## src/ttm_regs.vh

```
// Constants for the tape transport motion and format block
`ifndef TTM_REGS_VH
`define TTM_REGS_VH
`define TTM_CLK_NS        8
`define TTM_BRAKE_MS      100
// Brake length in system clocks: 100 ms at 8 ns, sized to the counter
`define TTM_BRAKE_CYCLES  24'd12500000
`define TTM_BRAKE_W       24
`define TTM_MARK_W        6
`define TTM_DATA_W        3
`define TTM_CTRL_FRAMES   3'd6
`define TTM_DATA_FRAMES   3'd4
`define TTM_JOG_HOLD      2'd0
`define TTM_JOG_FWD       2'd1
`define TTM_JOG_REV       2'd2
`endif

```

## src/ttm_mark_check.v

```verilog
// Mark code symmetry check plus frame counter
`timescale 1ns/1ns
module ttm_mark_check (
    input  wire       clk,          // System clock
    input  wire       rst,          // Synchronous reset
    input  wire       frame_en,     // One frame strobe
    input  wire [5:0] mark_code,    // Assembled mark code
    output reg        mark_ok_reg,  // Code valid and symmetric
    output reg  [2:0] frame_cnt_reg // Frames in current word
);
    // Reverse bit order and complement, as seen reading backwards
    function [5:0] rev_view;
        input [5:0] c;
        integer i;
        begin
            for (i = 0; i < 6; i = i + 1)
                rev_view[i] = ~c[5 - i];
        end
    endfunction

    // Valid codes are symmetric; every such code has three ones, so one flipped
    // bit always breaks the symmetry and can never land on another valid code
    always @(posedge clk) begin
        if (rst) begin
            mark_ok_reg   <= 1'b0;
            frame_cnt_reg <= 3'h0;
        end else if (frame_en) begin
            mark_ok_reg   <= (rev_view(mark_code) == mark_code);
            frame_cnt_reg <= (frame_cnt_reg == 3'h5) ? 3'h0 : frame_cnt_reg + 3'h1;
        end
    end
endmodule

```

## src/ttm_top.v

```verilog
// Tape transport manual motion logic and track format front end
`timescale 1ns/1ns
`include "ttm_regs.vh"
module ttm_top (
    input  wire       CLK_SYS,       // 125 MHz system clock
    input  wire       SYS_RST,       // Synchronous reset, active high
    input  wire       MODE_LOCAL,    // Mode selector in local position
    input  wire [1:0] JOG_SWITCH,    // 0 hold, 1 forward, 2 reverse
    input  wire       WRITE_ENABLE,  // Protect switch allows writing
    input  wire       WRITE_MODE,    // Transport is writing
    input  wire       TIMING_IN,     // Timing channel from head
    input  wire       MARK_IN,       // Mark channel from head
    input  wire [2:0] DATA_IN,       // Data channels from heads (read)
    input  wire [2:0] DATA_WR,       // Data channels from controller (write)
    output reg        WRITE_ECHO,    // High when writing permitted
    output reg        TIMING_POS,    // Positive timing transition pulse
    output reg        TIMING_NEG,    // Negative timing transition pulse
    output reg  [2:0] DATA_OUT,      // Read data to controller
    output reg  [5:0] MARK_CODE,     // Last six mark bits
    output reg        MARK_VALID,    // Mark code is a valid symmetric code
    output reg  [2:0] FRAME_COUNT,   // Frame index within word
    output reg  [5:0] COIL_A,        // Write drive, first coil of each pair
    output reg  [5:0] COIL_B,        // Write drive, second coil of each pair
    output reg        MOTION_ACTIVE, // Motion flip-flop
    output reg        DIRECTION_FWD, // Direction flip-flop, high forward
    output reg        FWD_RUN,       // Forward motor run
    output reg        FWD_DRAG,      // Forward motor drag
    output reg        FWD_BRAKE,     // Forward motor brake
    output reg        REV_RUN,       // Reverse motor run
    output reg        REV_DRAG,      // Reverse motor drag
    output reg        REV_BRAKE      // Reverse motor brake
);
    // Two-stage synchronisers for all pin inputs except SYS_RST
    reg        local_s1_reg, local_s2_reg;
    reg  [1:0] jog_s1_reg, jog_s2_reg;
    reg        wen_s1_reg, wen_s2_reg;
    reg        tim_s1_reg, tim_s2_reg, tim_d_reg;
    reg        mark_s1_reg, mark_s2_reg;
    reg  [2:0] din_s1_reg, din_s2_reg;
    reg  [2:0] dwr_s1_reg, dwr_s2_reg;
    reg        wm_s1_reg, wm_s2_reg;
    reg  [`TTM_BRAKE_W-1:0] brake_cnt_reg;
    reg        motion_next, dir_next;
    wire       mark_ok;
    wire [2:0] frame_cnt;
    wire       tim_rise, tim_fall, fwd_cmd, rev_cmd, hold_cmd, brake_on;

    always @(posedge CLK_SYS) begin
        local_s1_reg <= MODE_LOCAL;
        local_s2_reg <= local_s1_reg;
        jog_s1_reg   <= JOG_SWITCH;
        jog_s2_reg   <= jog_s1_reg;
        wen_s1_reg   <= WRITE_ENABLE;
        wen_s2_reg   <= wen_s1_reg;
        tim_s1_reg   <= TIMING_IN;
        tim_s2_reg   <= tim_s1_reg;
        tim_d_reg    <= tim_s2_reg;
        mark_s1_reg  <= MARK_IN;
        mark_s2_reg  <= mark_s1_reg;
        din_s1_reg   <= DATA_IN;
        din_s2_reg   <= din_s1_reg;
        dwr_s1_reg   <= DATA_WR;
        dwr_s2_reg   <= dwr_s1_reg;
        wm_s1_reg    <= WRITE_MODE;
        wm_s2_reg    <= wm_s1_reg;
    end

    // Timing edges; the falling edge paces the mark shift and frame count
    assign tim_rise = tim_s2_reg & ~tim_d_reg;
    assign tim_fall = ~tim_s2_reg & tim_d_reg;

    // Jog decode, gated by the local mode selector
    assign fwd_cmd  = local_s2_reg && (jog_s2_reg == `TTM_JOG_FWD);
    assign rev_cmd  = local_s2_reg && (jog_s2_reg == `TTM_JOG_REV);
    assign hold_cmd = local_s2_reg && (jog_s2_reg == `TTM_JOG_HOLD);
    assign brake_on = (brake_cnt_reg != {`TTM_BRAKE_W{1'b0}});

    // Next state of motion and direction flip-flops
    always @* begin
        motion_next = MOTION_ACTIVE;
        dir_next    = DIRECTION_FWD;
        if (fwd_cmd) begin
            motion_next = 1'b1;
            dir_next    = 1'b1;
        end else if (rev_cmd) begin
            motion_next = 1'b1;
            dir_next    = 1'b0;
        end else if (hold_cmd) begin
            motion_next = 1'b0;
        end
    end

    // Motion, direction and brake one-shot
    always @(posedge CLK_SYS) begin
        if (SYS_RST) begin
            MOTION_ACTIVE <= 1'b0;
            DIRECTION_FWD <= 1'b1;
            brake_cnt_reg <= {`TTM_BRAKE_W{1'b0}};
        end else begin
            MOTION_ACTIVE <= motion_next;
            DIRECTION_FWD <= dir_next;
            if (motion_next)
                brake_cnt_reg <= {`TTM_BRAKE_W{1'b0}};
            else if (MOTION_ACTIVE)
                brake_cnt_reg <= `TTM_BRAKE_CYCLES;
            else if (brake_on)
                brake_cnt_reg <= brake_cnt_reg - 1'b1;
        end
    end

    // Motor drive from next state so outputs track the flip-flops
    always @(posedge CLK_SYS) begin
        if (SYS_RST) begin
            FWD_RUN   <= 1'b0;
            REV_RUN   <= 1'b0;
            FWD_DRAG  <= 1'b1;
            REV_DRAG  <= 1'b1;
            FWD_BRAKE <= 1'b0;
            REV_BRAKE <= 1'b0;
        end else begin
            FWD_RUN   <= motion_next & dir_next;
            REV_RUN   <= motion_next & ~dir_next;
            REV_DRAG  <= motion_next ? dir_next : ~(MOTION_ACTIVE | brake_on);
            FWD_DRAG  <= motion_next ? ~dir_next : ~(MOTION_ACTIVE | brake_on);
            REV_BRAKE <= ~motion_next & (MOTION_ACTIVE | brake_on) & dir_next;
            FWD_BRAKE <= ~motion_next & (MOTION_ACTIVE | brake_on) & ~dir_next;
        end
    end

    // Write echo, timing pulses, read data and coil drive
    always @(posedge CLK_SYS) begin
        if (SYS_RST) begin
            WRITE_ECHO <= 1'b0;
            TIMING_POS <= 1'b0;
            TIMING_NEG <= 1'b0;
            DATA_OUT   <= 3'h0;
            MARK_CODE  <= 6'h00;
            COIL_A     <= 6'h00;
            COIL_B     <= 6'h00;
        end else begin
            WRITE_ECHO <= wen_s2_reg;
            TIMING_POS <= tim_rise;
            TIMING_NEG <= tim_fall;
            DATA_OUT   <= din_s2_reg;
            if (tim_fall)
                MARK_CODE <= {MARK_CODE[4:0], mark_s2_reg};
            if (wm_s2_reg && wen_s2_reg) begin
                // One is positive current, zero negative, same on both coils
                COIL_A <= {dwr_s2_reg, ~dwr_s2_reg};
                COIL_B <= {dwr_s2_reg, ~dwr_s2_reg};
            end else begin
                COIL_A <= 6'h00;
                COIL_B <= 6'h00;
            end
        end
    end

    // Mark check and frame counting
    ttm_mark_check u_mark (
        .clk           (CLK_SYS),
        .rst           (SYS_RST),
        .frame_en      (TIMING_NEG), // Aligned with the mark shift just taken
        .mark_code     (MARK_CODE),
        .mark_ok_reg   (mark_ok),
        .frame_cnt_reg (frame_cnt)
    );

    always @(posedge CLK_SYS) begin
        if (SYS_RST) begin
            MARK_VALID  <= 1'b0;
            FRAME_COUNT <= 3'h0;
        end else begin
            MARK_VALID  <= mark_ok;
            FRAME_COUNT <= frame_cnt;
        end
    end
endmodule

```

## config.mk

```make
export PLATFORM = sky130hd
export DESIGN_NAME = ttm_top
export DESIGN_NICKNAME = d
export VERILOG_FILES = /design/src/ttm_mark_check.v /design/src/ttm_top.v
export VERILOG_INCLUDE_DIRS = /design/src
export SDC_FILE = /design/constraint.sdc
export NUM_CORES = 1
export LEC_CHECK = 0
export ABC_AREA = 0
export BUFFER_PORTS_ARGS = -buffer_cell sky130_fd_sc_hd__buf_2
export CAP_MARGIN = 20
export CORE_MARGIN = 5
export CORE_UTILIZATION = 45
export DETAILED_ROUTE_END_ITERATION = 8
export HOLD_SLACK_MARGIN = 0.06
export PLACE_DENSITY = 0.66
export SETUP_SLACK_MARGIN = 0.2
export SLEW_MARGIN = 0
export SYNTH_ARGS = -nofsm -noshare
export SYNTH_HDL_FRONTEND = slang
export SYNTH_SLANG_ARGS = --single-unit
```

## constraint.sdc

```tcl
create_clock -name CLK_SYS -period 2.9 [get_ports CLK_SYS]
set_clock_uncertainty 0.1 [all_clocks]
set_input_delay 0.58 -clock CLK_SYS [delete_from_list [all_inputs] [get_ports CLK_SYS]]
set_output_delay 0.58 -clock CLK_SYS [all_outputs]
set_load 0.01 [all_outputs]
```

-- After elaboration in Yosys (flattened, before gate mapping)
Cells that the tools add are included.
- register bits after elaboration: 85
- input bits: 15
- output and inout port bits: 36
- logic and storage cells: 84
- add/subtract/negate cells: 2
- equal/unequal tests: 4
- mux-type cells: 10
- bitwise gates (word level): 21
- reduce and logical (&&, ||, !) cells: 10
- operator list (kind ; number):
    two-way mux 24 bit ; 2
    nonzero test 24 bit ; 1
    subtractor 24 x 1 -> 24 bit, second input constant ; 1
    inverter 1 bit ; 12
    AND 1 bit ; 7
    two-way mux 1 bit ; 7
    == test 6 bit ; 1
    logical AND 1 bit ; 4
    OR reduction 2 bit ; 2
    adder 3 x 1 -> 3 bit, second input constant ; 1
    == test 3 bit, second input constant ; 1
    two-way mux 3 bit ; 1
    inverter 3 bit ; 1
    OR reduction 3 bit ; 1
    == test 2 x 1 -> 1 bit, second input constant ; 1
    == test 2 bit, second input constant ; 1
    logical NOT 2 bit ; 1
    nonzero test 2 bit ; 1
    OR 1 bit ; 1

-- Longest topological paths before layout
Gate-level depths: netlist of run 1.
- depth after elaboration: 8
- depth in mapped cells: 8
- depth with buffers taken out: 7

-- Hierarchy
A second synthesis of run 1 with hierarchy kept.
- cell total of the unflattened synthesis: 300
- area, all modules: 3079.2 sq um
- by module, submodules not included (module ; times used ; cells an instance ; area an instance (sq um) ; sequential area each (sq um)):
    ttm_top ; 1 ; 282 ; 2879.0 ; 1621.6
    ttm_mark_check ; 1 ; 18 ; 200.2 ; 80.1

-- Worst setup path after synthesis of run 1
No wires, ideal clock.
- kind: reg2reg
- from: register brake_cnt_reg[6]
- to: register brake_cnt_reg[11]
- library setup time: 130 ps
- arrival: 1856 ps
- required time: 2670 ps
- setup slack: 815 ps
- cell stages (with the launch flop): 6
- path buffers: 0
- clock period less this slack: 2085 ps
- path through: dfxtp_1 or4_4 or4b_4 a211oi_2 xnor2_1 a21oi_1
- cells in the longest elaborated chain, start to end: 3
- elaborated cells on any way between the ends: 5
- classes of those cells: add/sub (1); mux (2); reduce/logical (2)
- RTL lines (what ; line ; source):
    from (decl) ; ttm_top.v:42 ; reg [`TTM_BRAKE_W-1:0] brake_cnt_reg;
    from (signal assigned) ; ttm_top.v:98 ; brake_cnt_reg <= {`TTM_BRAKE_W{1'b0}};
    from (signal assigned) ; ttm_top.v:103 ; brake_cnt_reg <= {`TTM_BRAKE_W{1'b0}};
    from (signal assigned) ; ttm_top.v:105 ; brake_cnt_reg <= `TTM_BRAKE_CYCLES;
    subtractor 24 x 1 -> 24 bit ; ttm_top.v:107 ; brake_cnt_reg <= brake_cnt_reg - 1'b1;
    two-way mux 24 bit ; ttm_top.v:106 ; else if (brake_on)
    two-way mux 24 bit ; ttm_top.v:104 ; else if (MOTION_ACTIVE)
Several ways; a longest one is shown, not always the timed one. The select of a mux whose other input is x is not followed.
A chain may end at the register's enable or synchronous reset.

-- Worst setup path after layout of run 1
- from: register brake_cnt_reg[6]
- to: register brake_cnt_reg[23]
The elaborated chain is that of the path after synthesis.

==> qor_table.md, run 1 <==
| Group | Parameter | Reported |
|:---|:---|:---|
| timing | Max-slew violations | 0 |
| setup path | Top fanout value on the critical path | 6 |
| clock network | H-tree levels | 3 |
| hold path | Type of the worst min-delay path | in -> reg |
| logic synthesis | Post-Synthesis Net Count | 299 |
| timing | Worst-Margin Slew | 0.569 ns |
| die | Die width | 90.5 um |
| setup path | Critical path destination | brake_cnt_reg[23]$_SDFFE_PP0N_ |
| setup path | Crit Path Class | reg -> reg |
| global routing | Total global-route track usage | 12.9% |
| clock network | Clock sink total | 85 |
| setup path | Number of cells on the critical path | 4 |
| routing | Post-DRT Antenna Nets | 0 |
| setup path | Crit path buffers/inverters | 0 |
| logic synthesis | Register bit count reported by yosys | 85 |
| clock network | Clock latency on the worst-skew pair | 0.35 ns |
| timing | Setup tns final | 0 ns |
| layout | Share of cells above drive strength 1 | 23.9% |
| placed design | Half-perimeter wire length after detailed placement | 3560 um |
| timing | Final clock period utilization by the worst path | 78.0% |
| clock network | Clock Path Buffers | 2 |
| logic synthesis | Cell count after synthesis | 282 |
| clock network | Root Buffer | clkbuf_8 |
| die | Core area | 0.00631 mm^2 |
| timing | Final setup violation count | 0 |
| power | Pwr Density | 969 mW/mm^2 |
| placed design | Routability-driven placement congestion ratio | 0.847 |
| setup path | Data arrival time of the critical path | 2.41 ns |
| global routing | Met1 usage in global routing | 14.8% |
| logic synthesis | Sequential-to-total area share from yosys stat | 58.3% |
| timing | Unrepaired setup endpoints after global routing | false |
| logic synthesis | Top cells by area in the synthesized netlist | dfxtp_1 58%, a21oi_1 4.3%, nor2_1 3.1% |
| logic synthesis | Asr flop ratio synth | 0% |
| global routing | Number of global-route vias before repair | 1947 |
| setup path | Critical Path Sink Type | register |
| layout | Largest register FFs | 24 |
| placed design | Count of buffers inserted at the top-level ports | 50 |
| setup path | Max stage delay on crit path | 0.59 ns |
| global routing | Met3 GRT Util | 4.00% |
| logic synthesis | Syn_area_per_cell | 10.3 um^2 |
| logic synthesis | Share of Yosys cell area claimed by the top area cell type | 58.3% |
| setup path | Critical path cell sequence | or4_4 > nor4b_1 > nand3_1 > o311a_1 |
| setup path | Register-to-register path setup slack | 0.64 ns |
| logic synthesis | Most used flip-flop cell after synthesis | dfxtp_1 |
| global routing | Largest net degree at the start of global routing | 25 |
| power | Total design power | 3280 uW |
| routing | Via count | 2051 |
| clock network | Post-CTS resize count | 0 |
| setup path | Start point of the critical path | brake_cnt_reg[6]$_SDFFE_PP0P_ |
| layout | # diodes | 0 |
| layout | Finished Cell Area | 0.00338 mm^2 |
| logic synthesis | Number of synthesized flops with an enable pin | 0 |
| logic synthesis | Most numerous cell in the Yosys netlist | dfxtp_1 |
| timing | Post-route minimum period | 2.26 ns |
| routing | Total Wirelength | 5130 um |
| routing | Post-detailed-route DRC marker count | 0 |
| timing | Relative slew slack | 61.7% |
| clock network | Clock-pin slew of the registers on the worst-case setup and hold paths | 0.08 ns |
| timing | Post-route worst hold slack | 0.225 ns |
| routing | Detailed-route vias per instance | 4.98 |
| clock network | CTS tree | done |
| setup path | Kind of cell with the highest combined delay on the critical path | simple AND/OR/NAND/NOR gates |
| timing | Maximum clock frequency | 0.442 GHz |
| global routing | Wire length of the first global-routing pass | 8680 um |
| routing | Routed length per placed instance | 12.4 um |
| job | Max-cap violations | 0 |
| clock network | Number of buffers inserted during clock tree synthesis | 9 |
| clock network | Post-CTS Repair Setup Buffers | 0 |
| die | I/O pins | 51 |
| global routing | Initial antenna violation count | 0 |
| logic synthesis | Yosys synthesis warning count | 0 |
| routing | Detailed Route Iter0 Violations | 122 |
| power | Leakage | 0.00144 uW |
| global routing | Global route hottest layer | met2 |
| logic synthesis | Post-synth top cells | 85 x dfxtp_1, 25 x a21oi_1, 24 x nor2_1 |
| power | Peak ir drop on the vdd network | 608 uV |
| setup path | Crit Reg-Reg Endpoint | brake_cnt_reg[23]$_SDFFE_PP0N_ |
| global routing | Met2 track demand over resource | 21.1% |
| timing | Hold violation total from the final report | 0 |
| placed design | Cell Area, Placed | 0.00318 mm^2 |
| logic synthesis | Yosys top cell by area | dfxtp_1 |
| logic synthesis | Distinct cells, synth | 48 |
| routing | Number of optimization iterations in the first detailed-route pass | 4 |
| setup path | Critical path required time | 3.05 ns |
| die | Effective utilization at floorplan | 46.2% |
| global routing | Remaining Overflow, GRT | 0 |
| setup path | Kind of start point of the critical path | register |
| setup path | Cell type of the slowest stage on the worst timing path | or4_4 |
| status | Outcome | completed |
| die | Row Count | 29 |
| layout | Area growth from synthesis to final layout | 16.0% |
| logic synthesis | Post-synthesis instance area | 0.00292 mm^2 |
| die | Area of the die | 0.00819 mm^2 |
| layout | Number of nets in the layout | 347 |
| die | Die extent in y | 90.5 um |
| clock network | Count of hold-fix buffers inserted at cts | 0 |
| setup path | Depth of the worst register-to-register path | 4 |
| setup path | Critical R2R Launch | brake_cnt_reg[6]$_SDFFE_PP0P_ |
per-stage QoR:
step / cells / setup slack, ns / utilization, %
6_report: 412 / 0.638 / 53.6
5_1_grt: 412 / 0.515 / 53.6
4_1_cts: 412 / 0.630 / 53.6
3_5_place_dp: 396 / 0.648 / 50.3
3_3_place_gp: 396 / 0.697 / 50.3
2_1_floorplan: 282 / 0.815 / -
final cells by class:
type	instances	area [um^2]
clock buffer	10	138
clock inverter	6	67.6
fill	598	2930
inverter	5	18.8
multi-input combinational	179	1110
sequential	85	1700
tap	77	96.3
timing repair buffer	50	250
worst min path at each step:
stage	slack (ns)	cells after the start	start	end
floorplan	0.21	0	din_s1_reg[0]$_DFF_P_	din_s2_reg[0]$_DFF_P_
global placement	0.21	0	din_s1_reg[0]$_DFF_P_	din_s2_reg[0]$_DFF_P_
detailed placement	0.21	0	mark_s1_reg$_DFF_P_	mark_s2_reg$_DFF_P_
CTS	0.21	1	TIMING_IN	tim_s1_reg$_DFF_P_
global route	0.20	1	TIMING_IN	tim_s1_reg$_DFF_P_
finish	0.22	1	DATA_IN[1]	din_s1_reg[1]$_DFF_P_
power by group:
group          total [uW]  switching, uW  internal (uW)
clock network         842            416            426
logic                1050            600            445
registers            1390            103           1290
total                3280           1120           2160
cell families after synthesis:
group,after synthesis,share of synthesized area [%]
compound gates,46,9.31
flops,85,58.3
mux,2,0.729
buf+inv,18,3.60
fa+ha+maj,2,0.858
simple gates,112,22.0
xor+xnor,17,5.11
cell usage in the layout, fill, tap and decap left out, types with 4 or more instances in the layout:
master and n:
dfxtp_1 85, buf_2 50, a21oi_1 25, nor2_1 24, nand2_1 22, nor2b_1 11, xnor2_1 10, clkbuf_8 10
nor3_1 9, o21ai_0 8, xor2_1 7, and3_1 6, inv_1 5, nand2b_1 4, or3_1 4, nand4_1 4
layer usage:
metal / wire length, um / vias to the layer above
met5: 0 / -
met4: 108 / 0
met3: 295 / 8
met2: 2430 / 50
met1: 2300 / 927
li1: - / 1066
Note: power is estimated with default switching activity, not from simulation.
==> run 2: changes to the inputs <==
- PLACE_DENSITY: 0.66 -> 0.69
- clock period: 2.9 -> 2 ns (I/O delays scaled with it)
==> qor_table.md, run 2 (synthesis results as in run 1) <==
| Group | Parameter | Reported | vs previous |
|:---|:---|:---|:---|
| status | Outcome | finished, violations left |  |
| status | Failing checks | negative setup slack |  |
| clock network | Root Buffer | clkbuf_8 |  |
| die | Effective utilization at floorplan | 46.2% | unchanged |
| clock network | CTS tree | done |  |
| global routing | Wire length of the first global-routing pass | 10500 um | +21% |
| timing | Maximum clock frequency | 0.473 GHz | +7.1% |
| setup path | Number of cells on the critical path | 5 | +1 |
| setup path | Cell type of the slowest stage on the worst timing path | or4_4 |  |
| power | Peak ir drop on the vdd network | 1040 uV | +72% |
| timing | Hold violation total from the final report | 0 | unchanged |
| setup path | Kind of start point of the critical path | register |  |
| setup path | Critical path cell sequence | or4_4 > or4b_4 > a211oi_2 > xnor2_1 > a21oi_1 |  |
| setup path | Data arrival time of the critical path | 2.24 ns | -0.17 ns |
| layout | Reg area | 0.00171 mm^2 | +0.44% |
| die | Core area | 0.00631 mm^2 | unchanged |
| routing | Via count | 2292 | +12% |
| timing | Relative slew slack | 68.2% | +6.5 points |
| layout | Number of filler cells placed in the layout | 537 | -10% |
| timing | Final clock period utilization by the worst path | 106% | +28 points |
| timing | Worst-Margin Slew | 0.472 ns | -0.0974 ns |
| layout | Finished Cell Area | 0.00386 mm^2 | +14% |
| die | Die width | 90.5 um | unchanged |
| global routing | Number of global-route vias before repair | 2267 | +16% |
| routing | Routed length per placed instance | 13.6 um | +9.3% |
| clock network | Number of buffers inserted during clock tree synthesis | 9 | unchanged |
| job | Max-cap violations | 0 | unchanged |
| global routing | Total global-route track usage | 15.6% | +2.7 points |
| die | Row Count | 29 | unchanged |
| setup path | Critical path required time | 2.12 ns | -0.93 ns |
| timing | Unrepaired setup endpoints after global routing | true |  |
| hold path | Hold path depth | 2 | +1 |
| hold path | Type of the worst min-delay path | in -> reg |  |
| layout | Area growth from synthesis to final layout | 32.4% |  |
| setup path | Critical Path Sink Type | register |  |
| layout | Count of placed standard cells in the final layout, fillers left out | 452 | +9.7% |
| clock network | Clock-pin slew of the registers on the worst-case setup and hold paths | 0.09 ns | about the same |
| routing | Number of optimization iterations in the first detailed-route pass | 4 | unchanged |
| setup path | Kind of cell with the highest combined delay on the critical path | simple AND/OR/NAND/NOR gates |  |
| layout | Share of cells above drive strength 1 | 34.7% | +11 points |
| power | Total design power | 5600 uW | +71% |
| layout | Util after Layout | 61.2% | +7.6 points |
| power | Leakage | 0.00166 uW | +15% |
| global routing | Initial antenna violation count | 0 | unchanged |
| layout | # diodes | 0 | unchanged |
| placed design | Half-perimeter wire length after detailed placement | 4000 um | +12% |
| placed design | Routability-driven placement congestion ratio | 0.846 | -0.15% |
| setup path | Top fanout value on the critical path | 5 | -1 |
| setup path | Depth of the worst register-to-register path | 5 | +1 |
| placed design | Count of placed standard cells including taps | 416 | +5.1% |
| placed design | Cell Area, Placed | 0.00338 mm^2 | +6.5% |
| timing | Final setup violation count | 10 | +10 |
| clock network | Clock latency on the worst-skew pair | 0.35 ns | about the same |
| setup path | Max stage delay on crit path | 0.58 ns | about the same |
| die | I/O pins | 51 | unchanged |
| placed design | Count of buffers inserted at the top-level ports | 50 | unchanged |
| layout | Most common cell after layout, fill and taps aside | dfxtp_1 |  |
| global routing | Largest net degree at the start of global routing | 20 | -20% |
| layout | Area of the multi-input gates | 0.00127 mm^2 | +15% |
| routing | Detailed Route Iter0 Violations | 98 | -20% |
| clock network | Clock Path Buffers | 2 | unchanged |
| timing | Max-slew violations | 0 | unchanged |
| setup path | Crit Path Class | reg -> reg |  |
| routing | Post-DRT Antenna Nets | 0 | unchanged |
| setup path | Crit path buffers/inverters | 0 | unchanged |
| power | Pwr Density | 1450 mW/mm^2 | +50% |
| layout | Number of nets in the layout | 387 | +12% |
| routing | Detailed-route vias per instance | 5.07 | +1.9% |
| layout | Largest register FFs | 24 | unchanged |
| die | Die extent in y | 90.5 um | unchanged |
| global routing | Remaining Overflow, GRT | 0 | unchanged |
| routing | Post-detailed-route DRC marker count | 0 | unchanged |
| timing | Crit path setup slack, layout | -0.113 ns | -0.751 ns |
| routing | Total Wirelength | 6150 um | +20% |
| clock network | H-tree levels | 3 | unchanged |
| die | Area of the die | 0.00819 mm^2 | unchanged |
| layout | Most frequent cells in the layout | 81 x dfxtp_1, 50 x buf_2, 25 x buf_4 |  |
| clock network | Clock sink total | 85 | unchanged |
| timing | Post-route minimum period | 2.11 ns | -0.149 ns |
[run 2: cell types whose count changed in the layout (fill, tap and decap cells not counted), sizes merged]
cell         delta
dlygate4sd3    +13
bufinv          -1
clkinv          +1
buf            +27
[run 2: metal layers]
metal	GRT usage [%]	share of wire [%]
met5	0	0
met4	5.96	1.4
met3	4.92	4.9
met2	26.7	50
met1	18.0	44
[run 2: final cells by class]
type                            count  share of cell area, %
Inverter                            5                  0.486
Clock buffer                       10                   3.30
Clock inverter                      6                   1.20
Timing Repair Buffer               90                   15.3
Multi-Input combinational cell    179                   33.0
Sequential cell                    85                   44.3
Tap cell                           77                   2.49
[run 2: worst paths after layout]
check | startpoint | end | slack [ns]
max | brake_cnt_reg[8]$_SDFFE_PP0P_ | brake_cnt_reg[11]$_SDFFE_PP0N_ | -0.11
min | SYS_RST | MOTION_ACTIVE$_SDFF_PP0_ | 0.19
max reg2reg | brake_cnt_reg[8]$_SDFFE_PP0P_ | brake_cnt_reg[11]$_SDFFE_PP0N_ | -0.11
min reg2reg | jog_s1_reg[1]$_DFF_P_ | jog_s2_reg[1]$_DFF_P_ | 0.23
[run 2: timing repair]
item	4_1_cts	5_1_grt
hold buffers	13	0
pin swaps	5	9
setup endpoints to repair	28	28
resized for setup	9	17
hold endpoints to repair	13	0
setup buffers	3	4
[run 2: power breakdown]
| group | switching [uW] | internal [uW] |
|---|---|---|
| registers | 138 | 1870 |
| logic | 1260 | 1250 |
| clock network | 621 | 460 |
[run 2: worst register-to-register path, delay by kind of cell, from the launching register on]
kind / cells / cell delay [ns]
AOI/OAI and AO/OA: 2 / 0.28
xor gates and xnor gates: 1 / 0.14
DFF: 1 / 0.33
and+or+nand+nor: 2 / 1.15
[run 2: metrics by stage]
step	TNS, ns	worst slack [ns]	hold slack [ns]
final	-0.643	-0.113	0.194
after global routing	-1.66	-0.201	0.211
after CTS	-0.586	-0.111	0.189
after detailed placement	-0.497	-0.0983	0.214
after global placement	-0.244	-0.0785	0.210
after floorplan	-0.0945	-0.0359	0.210
==> run 3: changes to the inputs <==
- CORE_MARGIN: 5 -> 2
==> qor_table.md, run 3 (synthesis results as in run 1) <==
| Group | Parameter | Reported | vs previous |
|:---|:---|:---|:---|
| global routing | Total global-route track usage | 18.1% | +2.6 points |
| setup path | Kind of start point of the critical path | register |  |
| placed design | Count of buffers inserted at the top-level ports | 50 | unchanged |
| die | Die width | 84.5 um | -6.6% |
| timing | Worst-Margin Slew | 0.690 ns | +0.218 ns |
| clock network | Clock-pin slew of the registers on the worst-case setup and hold paths | 0.09 ns | about the same |
| power | Leakage | 0.00172 uW | +3.6% |
| global routing | Initial antenna violation count | 0 | unchanged |
| timing | Crit path setup slack, layout | -0.101 ns | +0.0119 ns |
| hold path | Type of the worst min-delay path | reg -> reg |  |
| die | Row Count | 29 | unchanged |
| routing | Detailed-route vias per instance | 5.03 | -0.75% |
| clock network | Clock sink total | 85 | unchanged |
| routing | Routed length per placed instance | 13.7 um | +0.43% |
| clock network | CTS tree | done |  |
| setup path | Critical Path Sink Type | register |  |
| clock network | Clock latency on the worst-skew pair | 0.36 ns | about the same |
| timing | Max-slew violations | 0 | unchanged |
| setup path | Crit Path Class | reg -> reg |  |
| placed design | Routability-driven placement congestion ratio | 0.894 | +5.7% |
| layout | Most frequent cells in the layout | 79 x dfxtp_1, 50 x buf_2, 30 x buf_4 |  |
| layout | Area growth from synthesis to final layout | 36.2% |  |
| die | Die extent in y | 84.5 um | -6.6% |
| clock network | Root Buffer | clkbuf_8 |  |
| hold path | Launch instance of the worst min-delay path | din_s1_reg[0]$_DFF_P_ |  |
| timing | Hold violation total from the final report | 0 | unchanged |
| setup path | Data arrival time of the critical path | 2.24 ns | about the same |
| clock network | H-tree levels | 3 | unchanged |
| timing | Post-route minimum period | 2.10 ns | -0.0119 ns |
| routing | Total Wirelength | 6280 um | +2.2% |
| global routing | Largest net degree at the start of global routing | 24 | +20% |
| setup path | Critical R2R Launch | brake_cnt_reg[8]$_SDFFE_PP0P_ |  |
| global routing | Number of global-route vias before repair | 2205 | -2.7% |
| timing | Post-route worst hold slack | 0.229 ns | +0.0347 ns |
| placed design | Half-perimeter wire length after detailed placement | 3960 um | -1.1% |
| setup path | Top fanout value on the critical path | 5 | unchanged |
| layout | Util after Layout | 62.9% | +1.7 points |
| layout | Share of cells above drive strength 1 | 37.6% | +2.9 points |
| status | Outcome | finished, violations left |  |
| global routing | Wire length of the first global-routing pass | 10100 um | -3.2% |
| timing | Final setup violation count | 10 | unchanged |
| routing | Post-DRT Antenna Nets | 0 | unchanged |
| routing | Via count | 2315 | +1.0% |
| die | Core area | 0.00631 mm^2 | unchanged |
| routing | Post-detailed-route DRC marker count | 0 | unchanged |
| layout | # diodes | 0 | unchanged |
| status | Failing checks | negative setup slack |  |
| timing | Relative slew slack | 53.5% | -15 points |
| layout | Most common cell after layout, fill and taps aside | dfxtp_1 |  |
| timing | Maximum clock frequency | 0.476 GHz | +0.57% |
| timing | Final clock period utilization by the worst path | 105% | -0.59 points |
| power | Pwr Density | 1480 mW/mm^2 | +2.4% |
| job | Max-cap violations | 0 | unchanged |
| global routing | Remaining Overflow, GRT | 0 | unchanged |
| die | Area of the die | 0.00714 mm^2 | -13% |
| timing | Unrepaired setup endpoints after global routing | true |  |
| layout | Number of nets in the layout | 395 | +2.1% |
| clock network | Clock Path Buffers | 2 | unchanged |
| setup path | Critical path required time | 2.14 ns | +0.02 ns |
| die | I/O pins | 51 | unchanged |
| routing | Number of optimization iterations in the first detailed-route pass | 4 | unchanged |
| routing | Detailed Route Iter0 Violations | 107 | +9.2% |
| layout | Number of filler cells placed in the layout | 513 | -4.5% |
| timing | Setup tns final | -0.531 ns | +0.112 ns |
| die | Effective utilization at floorplan | 46.2% | unchanged |
| power | Peak ir drop on the vdd network | 1020 uV | -2.5% |
| setup path | Start point of the critical path | brake_cnt_reg[8]$_SDFFE_PP0P_ |  |
| clock network | Number of buffers inserted during clock tree synthesis | 9 | unchanged |
| layout | Largest register FFs | 24 | unchanged |
==> run 3: cell count changes in the layout (fill, tap and decap cells not counted), moves of 2 or more <==
cell       change
buf_4          +5
buf_6          +3
bufinv_16      +2
dfxtp_1        -2
dfxtp_2        +2
o21ai_0        -2
o21ai_2        +2
==> run 3: path summary, 6_finish.rpt <==
check | end | slack, ns | cells past startpoint
max reg2reg | brake_cnt_reg[11]$_SDFFE_PP0N_ | -0.10 | 5
max | brake_cnt_reg[11]$_SDFFE_PP0N_ | -0.10 | 5
min | din_s2_reg[0]$_DFF_P_ | 0.23 | 0
min reg2reg | din_s2_reg[0]$_DFF_P_ | 0.23 | 0
==> run 3: critical path, stage by stage (launching register included) <==
cell	delay [ns]
dfxtp_2	0.33
or4_4	0.58
or4b_4	0.56
a211oi_2	0.19
xnor2_1	0.14
a21oi_1	0.08
==> run 3: power breakdown <==
part	leakage, uW	internal (uW)	switching, uW
Clock	0.000107	714	623
Sequential	0.000705	1870	133
Combinational	0.000908	1320	1230
Total	0.00172	3910	1990
==> run 3: layer usage <==
metal	part of all wire, %	GRT usage [%]
met1	41	20.8
met2	51	30.6
met3	5.0	5.21
met4	2.3	9.52
met5	0	0
==> run 3: through the flow <==
step | instance area [um^2] | std cells | total power [uW] | setup slack, ns
finish | 3970 | 460 | 5900 | -0.101
CTS | 3810 | 454 | 5560 | -0.105
floorplan | 2980 | 282 | 3510 | -0.0359
global route | 3970 | 460 | 6220 | -0.153
detailed placement | 3430 | 422 | 4120 | -0.0925
global placement | 3430 | 422 | 4080 | -0.0734
==> run 3: cell type report <==
type | instances | area [um^2] | area share [%]
Sequential cell | 85 | 1710 | 43.1
Multi-Input combinational cell | 179 | 1260 | 31.8
Timing Repair Buffer | 98 | 662 | 16.7
Clock buffer | 10 | 128 | 3.21
Tap cell | 77 | 96.3 | 2.43
Clock inverter | 6 | 93.8 | 2.36
Inverter | 5 | 18.8 | 0.473
==> run 3: repair_timing <==
item	4_1_cts	5_1_grt
resized for setup	3	31
buffers inserted	3	6
setup endpoints to repair	28	28
pin swaps	8	9
endpoints found under the hold margin	13	0
hold buffers	13	0
